<file path="config.mk">
export PLATFORM = sky130hd
export DESIGN_NAME = tca_top
export DESIGN_NICKNAME = d
export VERILOG_FILES = /design/src/shared/tca_pkg.sv /design/src/hw/tca_src_mux.sv /design/src/hw/tca_top.sv
export SDC_FILE = /design/constraint.sdc
export NUM_CORES = 1
export LEC_CHECK = 0
export ABC_AREA = 1
export BUFFER_PORTS_ARGS = -buffer_cell sky130_fd_sc_hd__buf_2
export CORE_MARGIN = 2
export CORE_UTILIZATION = 55
export DETAILED_ROUTE_END_ITERATION = 8
export GPL_TIMING_DRIVEN = 0
export PLACE_DENSITY_LB_ADDON = 0.2
export RECOVER_POWER = 100
export SLEW_MARGIN = 5
export SYNTH_ARGS = -nofsm -noshare
export SYNTH_HDL_FRONTEND = slang
export SYNTH_SLANG_ARGS = --single-unit
export TNS_END_PERCENT = 30
</file>
<file path="constraint.sdc">
create_clock -name sys_clk_in -period 2.15 [get_ports sys_clk_in]
set_input_delay 0.1075 -clock sys_clk_in [delete_from_list [all_inputs] [get_ports sys_clk_in]]
set_output_delay 0.1075 -clock sys_clk_in [all_outputs]
set_load 0.005 [all_outputs]
</file>
<file path="src/shared/tca_pkg.sv">
// Operation
// - Bit 2 picks channel-one phase compensation source
// - Bit 1 picks channel-zero phase compensation source
// - Bit 0 picks system clock compensation source
// - Select bits 7..3 reserved, read zero
// - Signed 16-bit low threshold in two bytes
// - Q8.7 fixed point, degrees times 128
// - Threshold bytes buffered until update command
// - Buffered signed 16-bit high threshold likewise
package tca_pkg;
  localparam int ADDR_W = 16;
  localparam int DATA_W = 32;
  localparam int IDX_W  = 14;
  localparam int TEMP_W = 16;

  // ----------------------------------------------------------------
  // Register indices (byte address is four times the index)
  // ----------------------------------------------------------------
  localparam logic [IDX_W-1:0] IDX_EXT_LO  = 14'h2900;
  localparam logic [IDX_W-1:0] IDX_EXT_HI  = 14'h2901;
  localparam logic [IDX_W-1:0] IDX_SRC     = 14'h2902;
  localparam logic [IDX_W-1:0] IDX_LOW_LO  = 14'h2903;
  localparam logic [IDX_W-1:0] IDX_LOW_HI  = 14'h2904;
  localparam logic [IDX_W-1:0] IDX_HIGH_LO = 14'h2905;
  localparam logic [IDX_W-1:0] IDX_HIGH_HI = 14'h2906;
  localparam logic [IDX_W-1:0] IDX_UPDATE  = 14'h2910;
  localparam logic [IDX_W-1:0] IDX_STATUS  = 14'h2911;
  localparam logic [IDX_W-1:0] IDX_IRQ_EN  = 14'h2912;
  localparam logic [IDX_W-1:0] IDX_IRQ_CLR = 14'h2913;
  localparam logic [IDX_W-1:0] IDX_SENS_LO = 14'h2914;
  localparam logic [IDX_W-1:0] IDX_SENS_HI = 14'h2915;

  // ----------------------------------------------------------------
  // Fields and reset values
  // ----------------------------------------------------------------
  localparam int UPD_BIT       = 0;
  localparam int STS_W         = 3;
  localparam int STS_ALARM_ON  = 0;
  localparam int STS_ALARM_OFF = 1;
  localparam int STS_UPDATED   = 2;
  localparam int STS_LIVE_BIT  = 3;
  localparam logic [7:0]        SRC_RST  = 8'h00;
  localparam logic [4:0]        RSVD_VAL = 5'h00;
  localparam logic [TEMP_W-1:0] TEMP_RST = 16'h0000;
  localparam logic [STS_W-1:0]  STS_RST  = 3'h0;
  localparam logic [1:0]        RESP_OKAY   = 2'h0;
  localparam logic [1:0]        RESP_SLVERR = 2'h2;

  typedef struct packed {
    logic [4:0] rsvd;
    logic       ch1;
    logic       ch0;
    logic       sys;
  } tca_src_t;

  typedef struct packed {
    logic [TEMP_W-1:0] ext;
    logic [TEMP_W-1:0] low;
    logic [TEMP_W-1:0] high;
  } tca_temps_t;
endpackage
</file>
<file path="src/hw/tca_src_mux.sv">
`timescale 1ns/1ps
module tca_src_mux #(
  parameter int W = 16
) (
  input  wire logic         sys_clk_in,
  input  wire logic         rst_in,
  input  wire logic         sel_ext_in,
  input  wire logic [W-1:0] int_temp_in,
  input  wire logic [W-1:0] ext_temp_in,
  output logic      [W-1:0] temp_out
);
  always_ff @(posedge sys_clk_in) begin
    if (rst_in) begin
      temp_out <= '0;
    end else begin
      temp_out <= sel_ext_in ? ext_temp_in : int_temp_in;
    end
  end
endmodule // tca_src_mux

</file>
<file path="src/hw/tca_top.sv">
// Added by the designer: the AXI4-Lite register port.
`timescale 1ns/1ps
module tca_top (
  input  wire logic                          sys_clk_in,
  input  wire logic                          rst_in,
  input  wire logic                          s_axi_awvalid_in,
  output logic                               s_axi_awready_out,
  input  wire logic [tca_pkg::ADDR_W-1:0]    s_axi_awaddr_in,
  input  wire logic                          s_axi_wvalid_in,
  output logic                               s_axi_wready_out,
  input  wire logic [tca_pkg::DATA_W-1:0]    s_axi_wdata_in,
  input  wire logic [3:0]                    s_axi_wstrb_in,
  output logic                               s_axi_bvalid_out,
  input  wire logic                          s_axi_bready_in,
  output logic [1:0]                         s_axi_bresp_out,
  input  wire logic                          s_axi_arvalid_in,
  output logic                               s_axi_arready_out,
  input  wire logic [tca_pkg::ADDR_W-1:0]    s_axi_araddr_in,
  output logic                               s_axi_rvalid_out,
  input  wire logic                          s_axi_rready_in,
  output logic [tca_pkg::DATA_W-1:0]         s_axi_rdata_out,
  output logic [1:0]                         s_axi_rresp_out,
  input  wire logic [tca_pkg::TEMP_W-1:0]    temp_sensor_in,
  output logic [tca_pkg::TEMP_W-1:0]         phase_loop_channel_zero_temp_out,
  output logic [tca_pkg::TEMP_W-1:0]         phase_loop_channel_one_temp_out,
  output logic [tca_pkg::TEMP_W-1:0]         system_clock_path_temp_out,
  output logic                               temp_alarm_out,
  output logic                               irq_out
);
  import tca_pkg::*;

  logic              aw_have_q;
  logic              w_have_q;
  logic [IDX_W-1:0]  aw_idx_q;
  logic [7:0]        wbyte_q;
  logic              wlane_q;
  logic              wr_go;
  logic              wr_en;
  logic              upd_go;
  logic [IDX_W-1:0]  rd_idx_q;
  logic [DATA_W-1:0] rd_data;
  logic              rd_hit;
  tca_src_t          src_q;
  tca_temps_t        shd_q;
  tca_temps_t        act_q;
  logic              alarm_d;
  logic [STS_W-1:0]  sts_q;
  logic [STS_W-1:0]  sts_d;
  logic [STS_W-1:0]  evt;
  logic [STS_W-1:0]  clr;
  logic [STS_W-1:0]  irq_en_q;
  logic [STS_W-1:0]  irq_en_d;
  tca_src_t          wsrc;

  function automatic logic mapped(input logic [IDX_W-1:0] idx);
    mapped = (idx >= IDX_EXT_LO && idx <= IDX_HIGH_HI) ||
             (idx >= IDX_UPDATE && idx <= IDX_SENS_HI);
  endfunction

  // --------------------------------------------------------------
  // AXI4-Lite write channel
  // --------------------------------------------------------------
  assign wr_go = aw_have_q && w_have_q && !s_axi_bvalid_out;
  // Only byte lane 0 carries register data; other lanes are ignored
  assign wr_en = wr_go && wlane_q;

  always_ff @(posedge sys_clk_in) begin
    if (rst_in) begin
      aw_have_q         <= 1'b0;
      aw_idx_q          <= '0;
      s_axi_awready_out <= 1'b1;
    end else if (s_axi_awvalid_in && s_axi_awready_out) begin
      aw_have_q         <= 1'b1;
      aw_idx_q          <= s_axi_awaddr_in[ADDR_W-1:2];
      s_axi_awready_out <= 1'b0;
    end else if (wr_go) begin
      aw_have_q <= 1'b0;
    end else if (s_axi_bvalid_out && s_axi_bready_in) begin
      s_axi_awready_out <= 1'b1;
    end
  end

  always_ff @(posedge sys_clk_in) begin
    if (rst_in) begin
      w_have_q         <= 1'b0;
      wbyte_q          <= '0;
      wlane_q          <= 1'b0;
      s_axi_wready_out <= 1'b1;
    end else if (s_axi_wvalid_in && s_axi_wready_out) begin
      w_have_q         <= 1'b1;
      wbyte_q          <= s_axi_wdata_in[7:0];
      wlane_q          <= s_axi_wstrb_in[0];
      s_axi_wready_out <= 1'b0;
    end else if (wr_go) begin
      w_have_q <= 1'b0;
    end else if (s_axi_bvalid_out && s_axi_bready_in) begin
      s_axi_wready_out <= 1'b1;
    end
  end

  always_ff @(posedge sys_clk_in) begin
    if (rst_in) begin
      s_axi_bvalid_out <= 1'b0;
      s_axi_bresp_out  <= RESP_OKAY;
    end else if (wr_go) begin
      s_axi_bvalid_out <= 1'b1;
      s_axi_bresp_out  <= mapped(aw_idx_q) ? RESP_OKAY : RESP_SLVERR;
    end else if (s_axi_bready_in) begin
      s_axi_bvalid_out <= 1'b0;
    end
  end

  // --------------------------------------------------------------
  // Register file
  // --------------------------------------------------------------
  // Reserved bits of the written byte are dropped, so they stay zero
  assign wsrc = tca_src_t'(wbyte_q);

  always_ff @(posedge sys_clk_in) begin
    if (rst_in) begin
      src_q <= SRC_RST;
    end else if (wr_en && aw_idx_q == IDX_SRC) begin
      src_q.ch1 <= wsrc.ch1;
      src_q.ch0 <= wsrc.ch0;
      src_q.sys <= wsrc.sys;
    end
  end

  // Writes land in the shadow copy only; the alarm sees them only after an update command
  always_ff @(posedge sys_clk_in) begin
    if (rst_in) begin
      shd_q <= {TEMP_RST, TEMP_RST, TEMP_RST};
    end else if (wr_en) begin
      unique case (aw_idx_q)
        IDX_EXT_LO:  shd_q.ext[7:0]   <= wbyte_q;
        IDX_EXT_HI:  shd_q.ext[15:8]  <= wbyte_q;
        IDX_LOW_LO:  shd_q.low[7:0]   <= wbyte_q;
        IDX_LOW_HI:  shd_q.low[15:8]  <= wbyte_q;
        IDX_HIGH_LO: shd_q.high[7:0]  <= wbyte_q;
        IDX_HIGH_HI: shd_q.high[15:8] <= wbyte_q;
        default: ;
      endcase
    end
  end

  // Update command is self-clearing: nothing is stored, it reads zero
  assign upd_go = wr_en && aw_idx_q == IDX_UPDATE && wbyte_q[UPD_BIT];

  always_ff @(posedge sys_clk_in) begin
    if (rst_in) begin
      act_q <= {TEMP_RST, TEMP_RST, TEMP_RST};
    end else if (upd_go) begin
      act_q <= shd_q;
    end
  end

  // Next-state enable feeds the irq flop, so irq never lags an enable write
  always_comb begin
    irq_en_d = irq_en_q;
    if (wr_en && aw_idx_q == IDX_IRQ_EN) begin
      irq_en_d = wbyte_q[STS_W-1:0];
    end
  end

  always_ff @(posedge sys_clk_in) begin
    if (rst_in) begin
      irq_en_q <= STS_RST;
    end else begin
      irq_en_q <= irq_en_d;
    end
  end

  // --------------------------------------------------------------
  // Compensation sources
  // --------------------------------------------------------------
  tca_src_mux #(.W(TEMP_W)) u_mux_ch1 (
    .sys_clk_in  (sys_clk_in),
    .rst_in      (rst_in),
    .sel_ext_in  (src_q.ch1),
    .int_temp_in (temp_sensor_in),
    .ext_temp_in (act_q.ext),
    .temp_out    (phase_loop_channel_one_temp_out)
  );

  tca_src_mux #(.W(TEMP_W)) u_mux_ch0 (
    .sys_clk_in  (sys_clk_in),
    .rst_in      (rst_in),
    .sel_ext_in  (src_q.ch0),
    .int_temp_in (temp_sensor_in),
    .ext_temp_in (act_q.ext),
    .temp_out    (phase_loop_channel_zero_temp_out)
  );

  tca_src_mux #(.W(TEMP_W)) u_mux_sys (
    .sys_clk_in  (sys_clk_in),
    .rst_in      (rst_in),
    .sel_ext_in  (src_q.sys),
    .int_temp_in (temp_sensor_in),
    .ext_temp_in (act_q.ext),
    .temp_out    (system_clock_path_temp_out)
  );

  // --------------------------------------------------------------
  // Alarm and interrupt
  // --------------------------------------------------------------
  // Signed compare keeps negative temperatures below positive limits
  assign alarm_d = ($signed(temp_sensor_in) < $signed(act_q.low)) ||
                   ($signed(temp_sensor_in) > $signed(act_q.high));

  always_ff @(posedge sys_clk_in) begin
    if (rst_in) begin
      temp_alarm_out <= 1'b0;
    end else begin
      temp_alarm_out <= alarm_d;
    end
  end

  always_comb begin
    evt                = '0;
    evt[STS_ALARM_ON]  = alarm_d && !temp_alarm_out;
    evt[STS_ALARM_OFF] = !alarm_d && temp_alarm_out;
    evt[STS_UPDATED]   = upd_go;
    clr = (wr_en && aw_idx_q == IDX_IRQ_CLR) ? wbyte_q[STS_W-1:0] : STS_RST;
    // A new event beats a clear in the same cycle
    sts_d = (sts_q & ~clr) | evt;
  end

  always_ff @(posedge sys_clk_in) begin
    if (rst_in) begin
      sts_q   <= STS_RST;
      irq_out <= 1'b0;
    end else begin
      sts_q   <= sts_d;
      irq_out <= |(sts_d & irq_en_d);
    end
  end

  // --------------------------------------------------------------
  // AXI4-Lite read channel
  // --------------------------------------------------------------
  always_comb begin
    rd_data = '0;
    rd_hit  = 1'b1;
    unique case (s_axi_araddr_in[ADDR_W-1:2])
      IDX_EXT_LO:  rd_data[7:0] = shd_q.ext[7:0];
      IDX_EXT_HI:  rd_data[7:0] = shd_q.ext[15:8];
      IDX_SRC:     rd_data[7:0] = {RSVD_VAL, src_q.ch1, src_q.ch0, src_q.sys};
      IDX_LOW_LO:  rd_data[7:0] = shd_q.low[7:0];
      IDX_LOW_HI:  rd_data[7:0] = shd_q.low[15:8];
      IDX_HIGH_LO: rd_data[7:0] = shd_q.high[7:0];
      IDX_HIGH_HI: rd_data[7:0] = shd_q.high[15:8];
      IDX_STATUS:  rd_data[STS_LIVE_BIT:0] = {temp_alarm_out, sts_q};
      IDX_IRQ_EN:  rd_data[STS_W-1:0] = irq_en_q;
      IDX_SENS_LO: rd_data[7:0] = temp_sensor_in[7:0];
      IDX_SENS_HI: rd_data[7:0] = temp_sensor_in[15:8];
      IDX_UPDATE, IDX_IRQ_CLR: rd_data = '0;
      default:     rd_hit = 1'b0;
    endcase
  end

  always_ff @(posedge sys_clk_in) begin
    if (rst_in) begin
      s_axi_arready_out <= 1'b1;
      s_axi_rvalid_out  <= 1'b0;
      s_axi_rdata_out   <= '0;
      s_axi_rresp_out   <= RESP_OKAY;
      rd_idx_q          <= '0;
    end else if (s_axi_arvalid_in && s_axi_arready_out) begin
      s_axi_arready_out <= 1'b0;
      s_axi_rvalid_out  <= 1'b1;
      s_axi_rdata_out   <= rd_data;
      s_axi_rresp_out   <= rd_hit ? RESP_OKAY : RESP_SLVERR;
      rd_idx_q          <= s_axi_araddr_in[ADDR_W-1:2];
    end else if (s_axi_rvalid_out && s_axi_rready_in) begin
      s_axi_rvalid_out  <= 1'b0;
      s_axi_arready_out <= 1'b1;
    end
  end

  // --------------------------------------------------------------
  // Assertions
  // --------------------------------------------------------------
  property p_ch1_src;
    @(posedge sys_clk_in) disable iff (rst_in)
    1'b1 |=> phase_loop_channel_one_temp_out ==
             ($past(src_q.ch1) ? $past(act_q.ext) : $past(temp_sensor_in));
  endproperty
  a_ch1_src: assert property (p_ch1_src) else $error("ch1 source wrong");

  property p_ch0_src;
    @(posedge sys_clk_in) disable iff (rst_in)
    src_q.ch0 |=> phase_loop_channel_zero_temp_out == $past(act_q.ext);
  endproperty
  a_ch0_src: assert property (p_ch0_src) else $error("ch0 source wrong");

  property p_sys_src;
    @(posedge sys_clk_in) disable iff (rst_in)
    (!src_q.sys ##1 !$past(src_q.sys)) |->
      system_clock_path_temp_out == $past(temp_sensor_in);
  endproperty
  a_sys_src: assert property (p_sys_src) else $error("sys source wrong");

  property p_rsvd_zero;
    @(posedge sys_clk_in) disable iff (rst_in)
    (s_axi_rvalid_out && rd_idx_q == IDX_SRC) |-> s_axi_rdata_out[7:3] == RSVD_VAL;
  endproperty
  a_rsvd_zero: assert property (p_rsvd_zero) else $error("reserved bits set");

  property p_low_byte;
    @(posedge sys_clk_in) disable iff (rst_in)
    (wr_en && aw_idx_q == IDX_LOW_HI) |=> shd_q.low[15:8] == $past(wbyte_q);
  endproperty
  a_low_byte: assert property (p_low_byte) else $error("low high byte lost");

  property p_buffered;
    @(posedge sys_clk_in) disable iff (rst_in)
    !upd_go |=> $stable(act_q);
  endproperty
  a_buffered: assert property (p_buffered) else $error("active moved early");

  property p_update;
    @(posedge sys_clk_in) disable iff (rst_in)
    upd_go |=> act_q.high == $past(shd_q.high) && act_q.low == $past(shd_q.low);
  endproperty
  a_update: assert property (p_update) else $error("update not applied");

  property p_signed;
    @(posedge sys_clk_in) disable iff (rst_in)
    (temp_sensor_in[15] && !act_q.low[15]) |=> temp_alarm_out;
  endproperty
  a_signed: assert property (p_signed) else $error("signed compare wrong");

  property p_alarm;
    @(posedge sys_clk_in) disable iff (rst_in)
    ($signed(temp_sensor_in) >= $signed(act_q.low) &&
     $signed(temp_sensor_in) <= $signed(act_q.high)) |=> !temp_alarm_out;
  endproperty
  a_alarm: assert property (p_alarm) else $error("false alarm");

  property p_irq;
    @(posedge sys_clk_in) disable iff (rst_in)
    1'b1 |-> irq_out == |(sts_q & irq_en_q);
  endproperty
  a_irq: assert property (p_irq) else $error("irq missing");

  c_update: cover property (@(posedge sys_clk_in) disable iff (rst_in) upd_go);
  c_alarm_on: cover property (@(posedge sys_clk_in) disable iff (rst_in)
                              $rose(temp_alarm_out));
  c_ext_sel: cover property (@(posedge sys_clk_in) disable iff (rst_in)
                             src_q.ch1 && src_q.ch0 && src_q.sys);
  c_irq: cover property (@(posedge sys_clk_in) disable iff (rst_in) $rose(irq_out));
endmodule // tca_top

</file>
==> out/qor.yml <==
synth.top_cell.area_share_pct: 45.53
met3_usage_pct: 6.279
drt_iter0_markers: 849
grt_pass1_wl_um: 39230
hold_viol: 0
area.growth.synth_to_final_pct: 20.40
timing.rr.end: "act_q[12]"
cp-startpoint: "rst_in"
hp-class: "in2reg"
end_kind: "flip-flop"
grt_setup_unrepaired: "false"
clkTransAtPathRegs_ns: 0.07
worst_r2r_path_depth: 7
die_y_um: 128.9
start_util_pct: 56.40
grt_pass1_vias: 7520
start_kind: "input pin"
io_pins: 182
synth_seq_cells: 195
cts_tree: "built"
die_area_um2: 16600
drc_errors: 0
via_per_inst: 5.429
fin_setup_tns_ns: 0
timing.rr.start: "aw_idx_q[11]"
crit_end: "u_mux_ch0.temp_out[15]"
grt_util_met1_pct: 40.14
yosysWarnings: 0
vdd_drop_max_v: 0.0005860
drv_slew: 0
cts_sinks: 195
use_met2_pct: 49.08
drive_gt1_share_pct: 13.31
netlist_area_um2: 8573
setup_viol: 0
slew_headroom_pct: 47.91
std_cell_rows: 45
rrSetupSlack_ns: 0.13
crit_arrival_ns: 2.47
diodes: 0
postCtsSetupRepairBufs: 0
fin_crit_ns: 2.108
place_congestion: 0.9862
place_hpwl_um: 18600
grt_busiest_layer: "met2"
fin_crit_sh_pct: 98.03
p_leak_nw: 4.348
synth_area_leaders: "dfxtp_1, a21oi_1, o21ai_0"
cap_viol_max_count: 0
synth.most_common_cell: "dfxtp_1"
grt_max_degree: 18
ant_nets: 0
yosysTopAreaCell: "dfxtp_1"
firstDrtPassIters: 7
layout.nets: 1439
chipWidth_um: 128.9
status: "finished clean"
clock_skew_ns: 0.01097
fmax_mhz: 474.5
ys_seq_area_share_pct: 45.53
vias: 8241
ys.flop_type: "dfxtp_1"
wirelength_um: 25070
worst-path-max-fanout: 10
fillers: 1347
cts_root_buf: "clkbuf_16"
cts.htree.levels: 4
numCtsBuffers: 17
port_buffers: 124
tightest_slew_ns: 0.7813
grt-ovfl-total: 0
p_per_area_nw_per_um2: 742.3
placed_area_um2: 9523
synth_edf_count: 0
antenna_found_initial: 0
syn_avg_cell_area_um2: 7.648
wl_per_cell_um: 16.52
clk_latency_ns: 0.45
track_usage_pct: 30.61
critPathKind: "in2reg"
postSynthCellCount: 1121
synthTopCellsByCount: "dfxtp_1, a21oi_1, o21ai_0"
stdcell_area_um2: 10320
synth_cell_types: 40
cts_buffer_depth: 2
crit_required_ns: 2.51
ys_async_sr_fraction_pct: 0
fp.coreArea_um2: 15200
worst min path at each step:
stage | cells past startpoint | slack (ns) | end | startpoint
global placement | 3 | 0.36 | aw_idx_q[7] | s_axi_awaddr_in[9]
global route | 3 | 0.05 | u_mux_ch0.temp_out[8] | temp_sensor_in[8]
CTS | 3 | 0.04 | u_mux_ch0.temp_out[8] | temp_sensor_in[8]
finish | 3 | 0.05 | u_mux_ch0.temp_out[8] | temp_sensor_in[8]
floorplan | 1 | 0.19 | irq_en_q[1] | rst_in
detailed placement | 3 | 0.37 | aw_idx_q[6] | s_axi_awaddr_in[8]
stage by stage:
stage	std cells	util, %	total power, mW	setup WS [ns]	hold slack (ns)
after floorplan	1146	-	4.246	0.5246	0.1914
after global placement	1458	62.64	4.498	0.05302	0.3578
after detailed placement	1458	62.64	4.516	0.06086	0.3667
after CTS	1518	68.31	7.650	0.03689	0.04273
after global routing	1518	67.90	7.906	0.002429	0.05385
final	1518	67.90	7.663	0.04239	0.05066
state kept, by name (all words and copies together) (netlist names), 3 cells and up:
signal / cells
aw_idx_q: 14
act_q: 48
src_q: 3
sts_q: 3
u_mux_ch1.temp_out: 16
s_axi_rdata_out: 8
irq_en_q: 3
u_mux_sys.temp_out: 16
u_mux_ch0.temp_out: 16
wbyte_q: 8
shd_q: 48
final cells by class:
type                            instances  area (µm²)  area share, %
Timing Repair Buffer                  152       860.8          8.339
Inverter                              152       570.5          5.527
Multi-Input combinational cell        724        3750          36.33
Tap cell                              188       235.2          2.279
Clock buffer                           20       436.7          4.230
Sequential cell                       195        3904          37.82
Buffer                                 75       420.4          4.073
Clock inverter                         12       145.1          1.406
report_power, final:
| group | switching (mW) | internal [mW] | total, mW |
|---|---|---|---|
| Combinational | 0.407 | 0.272 | 0.679 |
| Clock | 1.44 | 1.74 | 3.18 |
| Sequential | 0.0842 | 3.72 | 3.81 |
| Total | 1.93 | 5.73 | 7.66 |
logic make-up after synthesis:
group                    after synthesis  synth area share [%]
flip-flops                           195                 45.53
AO/OA/AOI/OAI                        404                 24.75
buffers and inverters                227                 11.76
adder cells (fa/ha/maj)               31                 4.524
other                                  1               0.04374
AND/OR/NAND/NOR                      263                 13.38
critical path: stages:
cell and delay [ns]:
dlygate4sd3_1 0.54, buf_2 0.16, inv_1 0.09, clkbuf_1 0.49
clkbuf_1 0.66, o21ai_0 0.20, a21oi_1 0.21
cells in the final DEF (no fill, tap or decap), types with 31 or more instances in the layout:
| cell type | instances |
|---|---|
| dfxtp_1 | 195 |
| inv_1 | 147 |
| clkbuf_1 | 72 |
| nand2_1 | 102 |
| o21ai_0 | 173 |
| nand3_1 | 31 |
| a21oi_1 | 179 |
| buf_2 | 98 |
| nor2_1 | 99 |
| ha_1 | 31 |
layer usage:
metal | vias to the layer above | part of all wire, %
met4 | 0 | 3.5
met2 | 392 | 45
met5 | - | 0
met1 | 3685 | 44
li1 | 4106 | -
met3 | 58 | 7.3
timing repair:
action                                 in CTS  in global routing
hold buffers                               28                  0
gates resized for setup                     0                  4
setup endpoints to repair                   0                  3
endpoints found under the hold margin      29                  0
(Power assumes the default switching activity.)
